### src/core/bas_pkg.sv
package bas_pkg;

  // point counts
  localparam int BAS_NUM_BO = 9;
  localparam int BAS_NUM_IF = 3;

  // command operations
  localparam logic [2:0] BAS_OP_READ  = 3'h0;
  localparam logic [2:0] BAS_OP_WRITE = 3'h1;
  localparam logic [2:0] BAS_OP_OVR   = 3'h2;
  localparam logic [2:0] BAS_OP_REL   = 3'h3;
  localparam logic [2:0] BAS_OP_POLL  = 3'h4;

  // object classes
  localparam logic BAS_OBJ_BO = 1'b0;
  localparam logic BAS_OBJ_IF = 1'b1;

  // attribute numbers
  localparam logic [2:0] BAS_ATTR_CFG     = 3'h1;
  localparam logic [2:0] BAS_ATTR_STAT    = 3'h2;
  localparam logic [2:0] BAS_ATTR_IF_STAT = 3'h1;
  localparam logic [2:0] BAS_ATTR_IF_VAL  = 3'h2;

  // field positions
  localparam int BAS_COS_BIT = 0;
  localparam int BAS_CUR_BIT = 6;
  localparam int BAS_OVR_BIT = 1;
  localparam int BAS_REL_BIT = 0;

  // float encodings of command codes
  localparam logic [31:0] BAS_FLT_ZERO  = 32'h0000_0000;
  localparam logic [31:0] BAS_FLT_WRITE = 32'h3F80_0000;
  localparam logic [31:0] BAS_FLT_READ  = 32'h4000_0000;

  // points that may update the drive bit
  localparam logic [8:0] BAS_BO_DRV_MASK = 9'h007;

  // internal float point indices
  localparam logic [1:0] BAS_IF_MENU = 2'h0;
  localparam logic [1:0] BAS_IF_VAL  = 2'h1;
  localparam logic [1:0] BAS_IF_CODE = 2'h2;

  typedef logic [7:0] bas_byte_t;

  // binary output status byte
  function automatic bas_byte_t bas_bo_stat(input logic cur, input logic ovr,
                                            input logic rel);
    bas_byte_t s;
    s = 8'h00;
    s[BAS_CUR_BIT] = cur;
    s[BAS_OVR_BIT] = ovr;
    s[BAS_REL_BIT] = rel;
    return s;
  endfunction

  // internal float status byte
  function automatic bas_byte_t bas_if_stat(input logic tripped);
    bas_byte_t s;
    s = 8'h00;
    s[BAS_REL_BIT] = tripped;
    return s;
  endfunction

endpackage

### src/core/bas_bo_eval.sv
`timescale 1ns/10ps
module bas_bo_eval #(
  parameter int N = 9
) (
  input  wire logic         clock,
  input  wire logic         rst,
  input  wire logic [N-1:0] value,
  input  wire logic [N-1:0] src_bad,
  input  wire logic [N-1:0] src_multibit,
  input  wire logic [N-1:0] term_not_out,
  output logic      [N-1:0] cur_q,
  output logic      [N-1:0] rel_q
);

  // refuse an empty point set at elaboration
  if (N < 1) begin : g_bad_n
    $error("bas_bo_eval: N must be positive");
  end

  // sample the drive output bits
  always_ff @(posedge clock) begin
    if (rst) begin
      cur_q <= '0;
    end else begin
      cur_q <= value;
    end
  end

  always_ff @(posedge clock) begin
    if (rst) begin
      rel_q <= '0;
    end else begin
      rel_q <= src_bad | src_multibit | term_not_out;
    end
  end

endmodule

### src/core/bas_prm_seq.sv
`timescale 1ns/10ps
module bas_prm_seq (
  input  wire logic        clock,
  input  wire logic        rst,
  input  wire logic        start_rd,
  input  wire logic        start_wr,
  input  wire logic [31:0] wdata,
  input  wire logic        ack,
  input  wire logic [31:0] rdata,
  output logic             rd_req,
  output logic             wr_req,
  output logic [31:0]      wdata_q,
  output logic             done_rd,
  output logic [31:0]      rd_data_q
);

  typedef enum logic [1:0] {SQ_IDLE, SQ_RD, SQ_WR} bas_sq_e;
  bas_sq_e st_q;

  // request level follows the state
  assign rd_req = (st_q == SQ_RD);
  assign wr_req = (st_q == SQ_WR);

  // access sequencer, read has priority
  always_ff @(posedge clock) begin
    if (rst) begin
      st_q <= SQ_IDLE;
    end else begin
      case (st_q)
        SQ_IDLE: begin
          if (start_rd) st_q <= SQ_RD;
          else if (start_wr) st_q <= SQ_WR;
        end
        SQ_RD, SQ_WR: begin
          if (ack) st_q <= SQ_IDLE;
        end
        default: st_q <= SQ_IDLE;
      endcase
    end
  end

  // write data held for the request
  always_ff @(posedge clock) begin
    if (rst) begin
      wdata_q <= 32'h0000_0000;
    end else if (st_q == SQ_IDLE && start_wr) begin
      wdata_q <= wdata;
    end
  end

  // read data and done pulse
  always_ff @(posedge clock) begin
    if (rst) begin
      done_rd   <= 1'b0;
      rd_data_q <= 32'h0000_0000;
    end else begin
      done_rd <= (st_q == SQ_RD) && ack;
      if (st_q == SQ_RD && ack) rd_data_q <= rdata;
    end
  end

endmodule

### src/core/bas_pt_core.sv
`timescale 1ns/10ps
module bas_pt_core
#(
  parameter int NUM_BO = bas_pkg::BAS_NUM_BO
) (
  input  wire logic              clock,
  input  wire logic              rst,
  input  wire logic              cmd_valid,
  input  wire logic [2:0]        cmd_op,
  input  wire logic              cmd_obj,
  input  wire logic [3:0]        cmd_point,
  input  wire logic [2:0]        cmd_attr,
  input  wire logic [31:0]       cmd_wdata,
  output logic                   rsp_valid,
  output logic                   rsp_ok,
  output bas_pkg::bas_byte_t     rsp_status,
  output logic [31:0]            rsp_data,
  output logic [NUM_BO-1:0]      rsp_cos_mask,
  input  wire logic [NUM_BO-1:0] drv_bo_value,
  input  wire logic [NUM_BO-1:0] drv_src_bad,
  input  wire logic [NUM_BO-1:0] drv_src_multibit,
  input  wire logic [NUM_BO-1:0] drv_term_not_out,
  input  wire logic              drv_tripped,
  output logic                   drv_bit_wr,
  output logic [3:0]             drv_bit_idx,
  output logic                   drv_bit_val,
  output logic                   prm_rd_req,
  output logic                   prm_wr_req,
  output logic [31:0]            prm_addr,
  output logic [31:0]            prm_wdata,
  input  wire logic              prm_exists,
  input  wire logic              prm_ack,
  input  wire logic [31:0]       prm_rdata
);
  import bas_pkg::*;

  // point count must cover the writable points and fit the point field
  if (NUM_BO < 3 || NUM_BO > 16) begin : g_bad_num_bo
    $error("bas_pt_core: NUM_BO out of range");
  end

  ////////////////////////////////////////////////////////////////////////
  // state

  logic [NUM_BO-1:0] cos_en_q;
  logic [NUM_BO-1:0] ovr_q;
  logic [NUM_BO-1:0] ovr_val_q;
  logic [NUM_BO-1:0] rep_q;
  logic [NUM_BO-1:0] eval_cur;
  logic [NUM_BO-1:0] eval_rel;
  logic [NUM_BO-1:0] cur_now;
  logic [NUM_BO-1:0] drv_mask;
  logic [31:0]       ifv_q  [BAS_NUM_IF];
  logic              bo_hit;
  logic              if_hit;
  logic              is_poll;
  logic              cmd_ok;
  logic              bo_ovr;
  logic              bo_rel;
  logic              if_ovr;
  logic              start_rd;
  logic              start_wr;
  logic              done_rd;
  logic [31:0]       rd_data;
  logic [1:0]        if_idx;

  assign drv_mask = NUM_BO'(BAS_BO_DRV_MASK);
  assign prm_addr = ifv_q[BAS_IF_MENU];
  assign if_idx   = cmd_point[1:0];

  ////////////////////////////////////////////////////////////////////////
  // drive side evaluation and parameter sequencer

  bas_bo_eval #(
    .N (NUM_BO)
  ) u_eval (
    .clock        (clock),
    .rst          (rst),
    .value        (drv_bo_value),
    .src_bad      (drv_src_bad),
    .src_multibit (drv_src_multibit),
    .term_not_out (drv_term_not_out),
    .cur_q        (eval_cur),
    .rel_q        (eval_rel)
  );

  bas_prm_seq u_seq (
    .clock     (clock),
    .rst       (rst),
    .start_rd  (start_rd),
    .start_wr  (start_wr),
    .wdata     (cmd_wdata),
    .ack       (prm_ack),
    .rdata     (prm_rdata),
    .rd_req    (prm_rd_req),
    .wr_req    (prm_wr_req),
    .wdata_q   (prm_wdata),
    .done_rd   (done_rd),
    .rd_data_q (rd_data)
  );

  ////////////////////////////////////////////////////////////////////////
  // command decode

  assign bo_hit  = cmd_valid && cmd_obj == BAS_OBJ_BO && 32'(cmd_point) < NUM_BO;
  assign if_hit  = cmd_valid && cmd_obj == BAS_OBJ_IF && 32'(cmd_point) < BAS_NUM_IF;
  assign is_poll = cmd_valid && cmd_op == BAS_OP_POLL;
  assign bo_ovr  = bo_hit && cmd_op == BAS_OP_OVR && cmd_attr == BAS_ATTR_STAT;
  assign bo_rel  = bo_hit && cmd_op == BAS_OP_REL;
  // only the value attribute is overridden
  assign if_ovr  = if_hit && cmd_op == BAS_OP_OVR && cmd_attr == BAS_ATTR_IF_VAL;

  // write gated by existence and code
  assign start_wr = if_ovr && if_idx == BAS_IF_VAL && prm_exists
                    && ifv_q[BAS_IF_CODE] == BAS_FLT_WRITE;
  assign start_rd = if_ovr && if_idx == BAS_IF_CODE && cmd_wdata == BAS_FLT_READ;

  // current state follows drive unless overridden
  assign cur_now = (ovr_q & ovr_val_q) | (~ovr_q & eval_cur);

  // acceptance of a command
  always_comb begin
    cmd_ok = 1'b0;
    if (is_poll) begin
      cmd_ok = 1'b1;
    end else if (bo_hit) begin
      case (cmd_op)
        BAS_OP_READ:  cmd_ok = cmd_attr == BAS_ATTR_CFG || cmd_attr == BAS_ATTR_STAT;
        BAS_OP_WRITE: cmd_ok = cmd_attr == BAS_ATTR_CFG;
        BAS_OP_OVR:   cmd_ok = cmd_attr == BAS_ATTR_STAT;
        BAS_OP_REL:   cmd_ok = 1'b1;
        default:      cmd_ok = 1'b0;
      endcase
    end else if (if_hit) begin
      case (cmd_op)
        BAS_OP_READ: cmd_ok = cmd_attr == BAS_ATTR_IF_STAT
                              || cmd_attr == BAS_ATTR_IF_VAL;
        BAS_OP_OVR:  cmd_ok = cmd_attr == BAS_ATTR_IF_VAL;
        BAS_OP_REL:  cmd_ok = 1'b1;
        default:     cmd_ok = 1'b0;
      endcase
    end
  end

  ////////////////////////////////////////////////////////////////////////
  // binary output points

  always_ff @(posedge clock) begin
    if (rst) begin
      cos_en_q <= '0;
    end else if (bo_hit && cmd_op == BAS_OP_WRITE && cmd_attr == BAS_ATTR_CFG) begin
      // only the enable bit is kept
      cos_en_q[cmd_point] <= cmd_wdata[BAS_COS_BIT];
    end
  end

  always_ff @(posedge clock) begin
    if (rst) begin
      ovr_q     <= '0;
      ovr_val_q <= '0;
    end else if (bo_ovr) begin
      ovr_q[cmd_point]     <= 1'b1;
      ovr_val_q[cmd_point] <= cmd_wdata[0];
    end else if (bo_rel) begin
      ovr_q[cmd_point] <= 1'b0;
    end
  end

  // writable points update drive, others not
  always_ff @(posedge clock) begin
    if (rst) begin
      drv_bit_wr  <= 1'b0;
      drv_bit_idx <= 4'h0;
      drv_bit_val <= 1'b0;
    end else begin
      drv_bit_wr <= bo_ovr && drv_mask[cmd_point];
      if (bo_ovr && drv_mask[cmd_point]) begin
        drv_bit_idx <= cmd_point;
        drv_bit_val <= cmd_wdata[0];
      end
    end
  end

  always_ff @(posedge clock) begin
    if (rst) begin
      rep_q <= '0;
    end else if (is_poll) begin
      rep_q <= (cos_en_q & cur_now) | (~cos_en_q & rep_q);
    end
  end

  ////////////////////////////////////////////////////////////////////////
  // internal float points

  always_ff @(posedge clock) begin
    if (rst) begin
      for (int i = 0; i < BAS_NUM_IF; i++) ifv_q[i] <= BAS_FLT_ZERO;
    end else begin
      if (if_ovr) ifv_q[if_idx] <= cmd_wdata;
      // fetched value lands, point 0 cleared
      if (done_rd) begin
        ifv_q[BAS_IF_VAL]  <= rd_data;
        ifv_q[BAS_IF_MENU] <= BAS_FLT_ZERO;
      end
    end
  end

  ////////////////////////////////////////////////////////////////////////
  // reply

  // fresh evaluation on every query and poll
  always_ff @(posedge clock) begin
    if (rst) begin
      rsp_valid    <= 1'b0;
      rsp_ok       <= 1'b0;
      rsp_status   <= 8'h00;
      rsp_data     <= 32'h0000_0000;
      rsp_cos_mask <= '0;
    end else begin
      rsp_valid    <= cmd_valid;
      rsp_ok       <= cmd_ok;
      rsp_status   <= 8'h00;
      rsp_data     <= 32'h0000_0000;
      rsp_cos_mask <= '0;
      if (is_poll) begin
        // only output points in the mask
        rsp_cos_mask <= cos_en_q & (cur_now ^ rep_q);
      end else if (bo_hit && cmd_op == BAS_OP_READ && cmd_ok) begin
        rsp_status <= bas_bo_stat(cur_now[cmd_point], ovr_q[cmd_point],
                                  eval_rel[cmd_point]);
        if (cmd_attr == BAS_ATTR_CFG) begin
          rsp_data <= {31'h0000_0000, cos_en_q[cmd_point]};
        end else begin
          rsp_data <= {31'h0000_0000, cur_now[cmd_point]};
        end
      end else if (if_hit && cmd_op == BAS_OP_READ && cmd_ok) begin
        rsp_status <= bas_if_stat(drv_tripped);
        rsp_data   <= ifv_q[if_idx];
      end
    end
  end

  ////////////////////////////////////////////////////////////////////////
  // checks

  AST_BO_STAT_NO_WRITE: assert property (@(posedge clock) disable iff (rst)
    bo_hit && cmd_op == BAS_OP_WRITE && cmd_attr == BAS_ATTR_STAT
    |=> rsp_valid && !rsp_ok)
    else $error("status write accepted");

  AST_IF_STAT_NO_OVR: assert property (@(posedge clock) disable iff (rst)
    if_hit && cmd_op == BAS_OP_OVR && cmd_attr == BAS_ATTR_IF_STAT
    |=> rsp_valid && !rsp_ok && $stable(ifv_q[$past(if_idx)]))
    else $error("float status override accepted");

  AST_OVR_SET: assert property (@(posedge clock) disable iff (rst)
    bo_ovr |=> ovr_q[$past(cmd_point)] && ovr_val_q[$past(cmd_point)] == $past(cmd_wdata[0]))
    else $error("override flag not set");

  AST_OVR_CLEAR: assert property (@(posedge clock) disable iff (rst)
    (|($past(ovr_q) & ~ovr_q)) |-> $past(bo_rel))
    else $error("override cleared without release");

  AST_RO_NO_DRIVE: assert property (@(posedge clock) disable iff (rst)
    bo_ovr && !drv_mask[cmd_point] |=> !drv_bit_wr)
    else $error("read-only point drove the drive");

  AST_RW_DRIVE: assert property (@(posedge clock) disable iff (rst)
    bo_ovr && drv_mask[cmd_point]
    |=> drv_bit_wr && drv_bit_idx == $past(cmd_point) && drv_bit_val == $past(cmd_wdata[0]))
    else $error("writable point not driven");

  AST_CUR_MIRROR: assert property (@(posedge clock) disable iff (rst)
    bo_hit && cmd_op == BAS_OP_READ && cmd_attr == BAS_ATTR_STAT && !ovr_q[cmd_point]
    |=> rsp_status[BAS_CUR_BIT] == $past(eval_cur[cmd_point]))
    else $error("current state does not mirror drive");

  AST_IF_TRIP: assert property (@(posedge clock) disable iff (rst)
    if_hit && cmd_op == BAS_OP_READ && cmd_ok
    |=> rsp_status == bas_if_stat($past(drv_tripped)))
    else $error("float status wrong");

  AST_PRM_WR_GATE: assert property (@(posedge clock) disable iff (rst)
    $rose(prm_wr_req) |-> $past(ifv_q[BAS_IF_CODE]) == BAS_FLT_WRITE && $past(prm_exists))
    else $error("parameter write without code 1");

  AST_RD_CLEAR: assert property (@(posedge clock) disable iff (rst)
    done_rd |=> ifv_q[BAS_IF_MENU] == BAS_FLT_ZERO && !prm_rd_req)
    else $error("point 0 not cleared after fetch");

  AST_COS_ONCE: assert property (@(posedge clock) disable iff (rst)
    is_poll ##1 is_poll && $stable(cur_now) && $stable(cos_en_q) |=> rsp_cos_mask == '0)
    else $error("change reported twice");

  AST_COS_ONCE_GAP: assert property (@(posedge clock) disable iff (rst)
    is_poll ##1 !is_poll ##1 is_poll && cur_now == $past(cur_now, 2)
    && cos_en_q == $past(cos_en_q, 2) |=> rsp_cos_mask == '0)
    else $error("change reported twice after a gap");

  AST_COS_EN: assert property (@(posedge clock) disable iff (rst)
    is_poll |=> (rsp_cos_mask & ~$past(cos_en_q)) == '0)
    else $error("disabled point reported");

  COV_OVERRIDE_RELEASE: cover property (@(posedge clock) disable iff (rst)
    bo_ovr ##[1:20] bo_rel);
  COV_PARAM_READ: cover property (@(posedge clock) disable iff (rst)
    start_rd ##[1:50] done_rd);
  COV_COS_REPORT: cover property (@(posedge clock) disable iff (rst)
    is_poll ##1 (|rsp_cos_mask));

endmodule

### config.mk
export PLATFORM = sky130hd
export DESIGN_NAME = bas_pt_core
export DESIGN_NICKNAME = d
export VERILOG_FILES = /design/src/core/bas_pkg.sv /design/src/core/bas_bo_eval.sv /design/src/core/bas_prm_seq.sv /design/src/core/bas_pt_core.sv
export SDC_FILE = /design/constraint.sdc
export NUM_CORES = 1
export LEC_CHECK = 0
export ABC_AREA = 1
export BUFFER_PORTS_ARGS = -buffer_cell sky130_fd_sc_hd__buf_4
export CAP_MARGIN = 25
export CORE_AREA = 2 2 177 179
export DETAILED_ROUTE_END_ITERATION = 8
export DIE_AREA = 0 0 179 181
export GPL_ROUTABILITY_DRIVEN = 0
export SKIP_CTS_REPAIR_TIMING = 1
export SLEW_MARGIN = 20
export SYNTH_ARGS = -nofsm -noshare
export SYNTH_HDL_FRONTEND = slang
export SYNTH_SLANG_ARGS = --single-unit
### constraint.sdc
create_clock -name clock -period 2.7 [get_ports clock]
set_input_delay 0.27 -clock clock [delete_from_list [all_inputs] [get_ports clock]]
set_output_delay 0.27 -clock clock [all_outputs]
set_load 0.05 [all_outputs]
==> impl_metrics.json, run 1 <==
{
  "syn_area_sq_mm": 0.0126,
  "drive_above_1_share": 0.221,
  "period_share": 0.693,
  "post-place-cells": 2060,
  "clk_pin_slew_ns": 0.06,
  "fin_cells": 2168,
  "final.min_clock_period_ns": 1.87,
  "start_util": 0.416,
  "cap_violations": 0,
  "cp-end-kind": "flip-flop",
  "vias": 10600,
  "p_clk_frac": 0.445,
  "fillerInstances": 2823,
  "cp-start-kind": "flip-flop",
  "power_mw": 9.76,
  "crit_path_max_fanout": 36,
  "synth.distinct_cells": 44,
  "fmaxAchievable_mhz": 535,
  "peakVddDrop_uv": 362,
  "status": "finished with violations",
  "crit_path_frequent_cell": "nor2_1",
  "vias_per_cell": 4.91,
  "synth-seq-area-share": 0.553,
  "antenna_found_initial": 1,
  "grt_first_pass_wirelength_um": 55800,
  "yosys_warnings": 0,
  "setup_tns_ns": 0,
  "synth_seq_cells": 301,
  "clkLatencyLatePin_ns": 0.51,
  "cp_cell_sequence": "nor2_1 > nand3_1 > nor2_1 > nand2_1 > nor2_1 > nand3_4 > buf_4 > nor2_1 > a211oi_2",
  "p_seq_frac": 0.491,
  "rsz0062_at_grt": "no",
  "grt_max_degree": 65,
  "hpwl_um": 25000,
  "whs_ns": -0.0358,
  "routed_wl_um": 36800,
  "core-area_sq_mm": 0.0303,
  "avgSynthCellArea_sq_um": 8.75,
  "drc": 0,
  "grt_use_total": 0.222,
  "drv_slew": 0,
  "area_growth_pct": 30.1,
  "worst_slew_pin_slew_ns": 0.933,
  "overflow": 0,
  "setup_viol": 0,
  "core.rowCount": 64,
  "slew_headroom": 0.377,
  "drt_iter0_markers": 719,
  "diodes": 0,
  "power_leakage_nw": 6.96,
  "combinationalPowerShare": 0.064,
  "finalHoldViolCount": 5,
  "tritoncts": "yes",
  "hold_class": "input port to flip-flop",
  "port_buffers": 234,
  "crit_required_ns": 3.06,
  "violations": "hold timing",
  "netlist_instances": 1443,
  "skew_ns": 0.0241,
  "path_class": "flip-flop to flip-flop",
  "reg2reg_slack_ns": 0.83,
  "nets": 1868,
  "cpPeakStageDelay_ns": 0.44,
  "io_pins": 240,
  "wl_per_cell_um": 17.0,
  "sw_frac_of_total": 0.223,
  "power_density_mw_per_mm2": 594,
  "postRouteAntennaNets": 0,
  "power.switching_mw": 2.17,
  "cts.sink_count": 301,
  "clockBufferDepth": 3,
  "cts-htree-levels": 2,
  "die_x_um": 179,
  "numCtsBuffers": 34,
  "fp.dieH_um": 181,
  "internal-power_mw": 7.58,
  "arrival_ns": 2.24,
  "dieArea_sq_mm": 0.0324,
  "postLayoutCoreUtil": 0.541,
  "grt_pass1_vias": 10100,
  "root_buffer": "clkbuf_16",
  "crit_slowest_cell": "edfxtp_1",
  "drt-pass1-iter-count": 5
}
## layer usage
layer | routed length (um) | GRT usage | share of wire
met5 | 16 | 0 | 0.00044
met1 | 16200 | 0.298 | 0.44
met4 | 741 | 0.0611 | 0.020
met2 | 17100 | 0.362 | 0.47
met3 | 2640 | 0.0478 | 0.072
## synthesized netlist by cell type (all sizes together)
| cell type | n | area share |
|---|---|---|
| o31ai | 32 | 0.019 |
| a211oi | 32 | 0.032 |
| ha | 3 | 0.0030 |
| clkbuf | 45 | 0.014 |
| nand4 | 8 | 0.0040 |
| or2 | 1 | 0.00050 |
| o22ai | 2 | 0.00099 |
| nor3b | 1 | 0.00059 |
| o21ai | 98 | 0.039 |
| nand2 | 282 | 0.085 |
| o2111ai | 1 | 0.00069 |
| buf | 33 | 0.017 |
| xor2 | 3 | 0.0021 |
| and2 | 1 | 0.00050 |
| nor3 | 23 | 0.010 |
| dfxtp | 205 | 0.33 |
| a31oi | 35 | 0.031 |
| a22oi | 35 | 0.021 |
| xnor2 | 6 | 0.0042 |
| nand3 | 36 | 0.017 |
| a21oi | 43 | 0.017 |
| edfxtp | 96 | 0.23 |
| inv | 169 | 0.050 |
| a21boi | 1 | 0.00059 |
| conb | 1 | 0.00030 |
| o21a | 1 | 0.00059 |
| clkinv | 2 | 0.00059 |
| nor2 | 246 | 0.075 |
| nand3b | 2 | 0.0012 |
## power by group through the flow
stage	clock network, mW	registers [mW]	logic [mW]
floorplan	0	4.89	0.277
global placement	0	4.89	0.562
detailed placement	0	4.89	0.566
CTS	4.43	4.80	0.569
global route	4.60	4.80	0.681
finish	4.34	4.80	0.624
## flip-flops by register name, indices dropped and copies added (netlist names), 2 cells and up, named ones only
| name | cells |
|---|---|
| u_eval.rel_q | 9 |
| u_seq.st_q | 2 |
| drv_bit_idx | 4 |
| u_seq.rd_data_q | 32 |
| u_eval.cur_q | 9 |
| ovr_val_q | 9 |
| rsp_cos_mask | 9 |
| u_seq.wdata_q | 32 |
| cos_en_q | 9 |
| ifv_q | 128 |
| rsp_data | 32 |
| rsp_status | 3 |
## area by class of cell
cell class	count	area (sq um)	area share
Timing Repair Buffer	311	2490	0.152
Clock buffer	56	985	0.0600
Sequential cell	301	6990	0.425
Multi-Input combinational cell	929	4770	0.291
Clock inverter	4	47.5	0.00290
Inverter	171	642	0.0391
Tap cell	396	495	0.0302
## worst max-delay path: cells and delay by family (launching register included)
family / cells / cell delay (ns)
and+or+nand+nor: 7 / 0.94
buffers and inverters: 1 / 0.27
DFF: 1 / 0.44
AOI/OAI and AO/OA: 1 / 0.05
## stage by stage
| step | cell area, sq um | setup WS, ns |
|---|---|---|
| 2_1_floorplan | 12800 | 0.432 |
| 3_3_place_gp | 14900 | 0.561 |
| 3_5_place_dp | 14900 | 0.569 |
| 4_1_cts | 15900 | 0.782 |
| 5_1_grt | 16400 | 0.604 |
| 6_report | 16400 | 0.829 |
## cell usage in the layout (no fill, tap or decap), types with 4 or more instances in the layout
cell type,n
nand4_1,8
conb_1,37
nor2_4,6
nand2_2,7
nor2_1,239
a21oi_1,42
inv_1,164
edfxtp_1,96
o21ai_0,85
a31oi_2,27
a211oi_2,32
nor3_1,21
clkbuf_1,18
nand2_1,275
dfxtp_1,205
a22oi_1,35
o31ai_1,32
xnor2_1,6
clkinv_1,4
nand3_1,30
a31oi_1,8
buf_4,260
dlygate4sd3_1,48
clkbuf_16,35
inv_2,4
o21ai_1,13
nand3_2,5
## kinds of logic after synthesis
kind of cell | count (synthesis) | synth area share
AOI/OAI and AO/OA | 280 | 0.161
DFF | 301 | 0.553
and+or+nand+nor | 600 | 0.194
adders and majority gates | 3 | 0.00297
buffers and inverters | 249 | 0.0816
xor gates and xnor gates | 9 | 0.00624
other | 1 | 0.000297
## worst paths after layout
path,startpoint,endpoint,cells after the start
setup / recovery,ifv_q[2][6],u_seq.wdata_q[1],9
hold / removal,drv_bo_value[0],u_eval.cur_q[0],3
setup reg to reg,ifv_q[2][6],u_seq.wdata_q[1],9
hold reg to reg,ovr_val_q[8],ovr_val_q[8],2
(Power assumes the default switching activity.)
==> run 2, diff against run 1 <==
==> constraint.sdc (replaced) <==
create_clock -name clock -period 1.7 [get_ports clock]
set_input_delay 0.17 -clock clock [delete_from_list [all_inputs] [get_ports clock]]
set_output_delay 0.17 -clock clock [all_outputs]
set_load 0.05 [all_outputs]
==> run 2 against run 1 <==
Compared with the run above:
- the flow still finishes with violations (hold timing)
- critical path depth did not move
- maximum frequency grew 12%
- design area rose by 6.5%
- flip-flop and latch count unchanged
- via count rose by 3.4%
- utilization increased by 3.5 points
- worst setup slack worse by 0.79 ns
- first-iteration DRC count increased by 8.9%
- global-route usage shrank 0.33 points
- register-to-register slack got worse by 0.79 ns
- sequential power rose by 59%
- largest cell class unchanged
- highest routed layer is now met4
==> impl_metrics.json, run 2 (same netlist as run 1, synthesis figures left out) <==
{
  "fp.dieH_um": 181,
  "drive_above_1_share": 0.251,
  "hold_class": "input port to flip-flop",
  "port_buffers": 234,
  "path_class": "flip-flop to flip-flop",
  "power_density_mw_per_mm2": 908,
  "violations": "hold timing",
  "largest_reg_flops": 128,
  "cap_violations": 0,
  "routed_wl_um": 36900,
  "most-common-layout-cells": "301 x buf_4, 275 x nand2_1, 219 x nor2_1",
  "period_share": 0.979,
  "sw_frac_of_total": 0.220,
  "core-area_sq_mm": 0.0303,
  "numCtsBuffers": 34,
  "cts-htree-levels": 2,
  "fmaxAchievable_mhz": 601,
  "path_buf_inv": 1,
  "grt_max_degree": 62,
  "drc": 0,
  "drt-pass1-iter-count": 5,
  "r2r-start": "ifv_q[2][6]",
  "whs_ns": -0.0435,
  "power.switching_mw": 3.50,
  "crit_path_max_fanout": 32,
  "root_buffer": "clkbuf_16",
  "cp-end-kind": "flip-flop",
  "crit_required_ns": 2.08,
  "drv_slew": 0,
  "postLayoutCoreUtil": 0.576,
  "tritoncts": "yes",
  "internal-power_mw": 12.4,
  "cts.sink_count": 301,
  "cpPeakStageDelay_ns": 0.40,
  "dieArea_sq_mm": 0.0324,
  "clk_pin_slew_ns": 0.06,
  "overflow": 0,
  "startpoint": "ifv_q[2][6]",
  "core.rowCount": 64,
  "cp_top_family": "simple AND/OR/NAND/NOR gates",
  "peakVddDrop_uv": 650,
  "p_clk_frac": 0.448,
  "vias_per_cell": 4.86,
  "cp-start-kind": "flip-flop",
  "min_from": "prm_rdata[27]",
  "skew_ns": 0.0228,
  "grt_pass1_vias": 10300,
  "arrival_ns": 2.05,
  "crit_slowest_cell": "edfxtp_1",
  "crit_path_frequent_cell": "nor2_1",
  "start_util": 0.416,
  "final_common_cell": "buf_4",
  "vias": 11000,
  "status": "finished with violations",
  "postRouteAntennaNets": 0,
  "finalHoldViolCount": 2,
  "antenna_found_initial": 1,
  "area_growth_pct": 38.5,
  "io_pins": 240,
  "p_seq_frac": 0.480,
  "die_x_um": 179,
  "rsz0062_at_grt": "yes",
  "grt_first_pass_wirelength_um": 55400,
  "nets": 1962,
  "setup_tns_ns": 0,
  "hpwl_um": 26100,
  "cp_cell_sequence": "nor2_1 > nand3_1 > nor2_1 > nand2_1 > nor2_2 > nand3_4 > buf_12 > nor2_1 > a211oi_2",
  "power_leakage_nw": 7.48,
  "regMostFlops": "ifv_q",
  "setup_viol": 0,
  "clkLatencyLatePin_ns": 0.51,
  "final.min_clock_period_ns": 1.66,
  "combinationalPowerShare": 0.072,
  "wl_per_cell_um": 16.3,
  "clockBufferDepth": 3,
  "drt_iter0_markers": 783,
  "grt_use_total": 0.219
}
[run 2: cell count changes in the layout (fill, tap and decap cells not counted), moves of 5 or more]
cell,delta
clkbuf_1,-5
dlygate4sd3_1,+42
buf_12,+11
buf_4,+41
nor2_1,-20
nor2_2,+20
[run 2: layer usage]
metal	global-route usage	share of wire	wire, um	up-vias
met5	0	0	0	-
met4	0.0719	0.031	1130	0
met3	0.0404	0.071	2610	74
met2	0.356	0.46	17000	407
met1	0.293	0.44	16100	5031
li1	-	-	-	5493
[run 2: worst register-to-register path: stages (launching register included)]
cell and delay (ns):
edfxtp_1 0.40, nor2_1 0.13, nand3_1 0.09, nor2_1 0.13
nand2_1 0.11, nor2_2 0.16, nand3_4 0.12, buf_12 0.21
nor2_1 0.16, a211oi_2 0.05
[run 2: path summary, 6_finish.rpt]
path	end	slack, ns	depth (start not counted)
hold / removal	u_seq.rd_data_q[27]	-0.04	3
setup / recovery	u_seq.wdata_q[14]	0.04	9
setup reg to reg	u_seq.wdata_q[14]	0.04	9
hold reg to reg	ovr_val_q[7]	0.45	2
[run 2: final cells by class]
class | count | area [sq um]
antenna | 1 | 2.50
clock buffer | 54 | 1030
clock inverter | 6 | 57.6
fill | 2697 | 12900
inverter | 171 | 642
multi-input combinational | 929 | 4830
sequential | 301 | 6990
tap | 396 | 495
timing repair buffer | 405 | 3440
[run 2: power groups by stage]
| stage | Combinational, mW | Clock, mW | Sequential, mW |
|---|---|---|---|
| 6_report | 1.14 | 7.12 | 7.62 |
| 2_1_floorplan | 0.443 | 0 | 7.76 |
| 5_1_grt | 1.24 | 7.53 | 7.63 |
| 3_5_place_dp | 0.969 | 0 | 7.77 |
| 4_1_cts | 0.974 | 7.28 | 7.62 |
| 3_3_place_gp | 0.965 | 0 | 7.77 |
[run 2: through the flow]
step                total power, mW  setup WS, ns  hold WS (ns)  std cells  instance area [sq um]
floorplan                      8.20        0.0213         0.269       1479                  12800
global placement               8.73        0.0285         0.369       2112                  15400
detailed placement             8.74       -0.0493         0.370       2112                  15400
CTS                            15.9       -0.0172        -0.162       2172                  16500
global route                   16.4       -0.0524        0.0120       2262                  17500
finish                         15.9        0.0355       -0.0435       2263                  17500
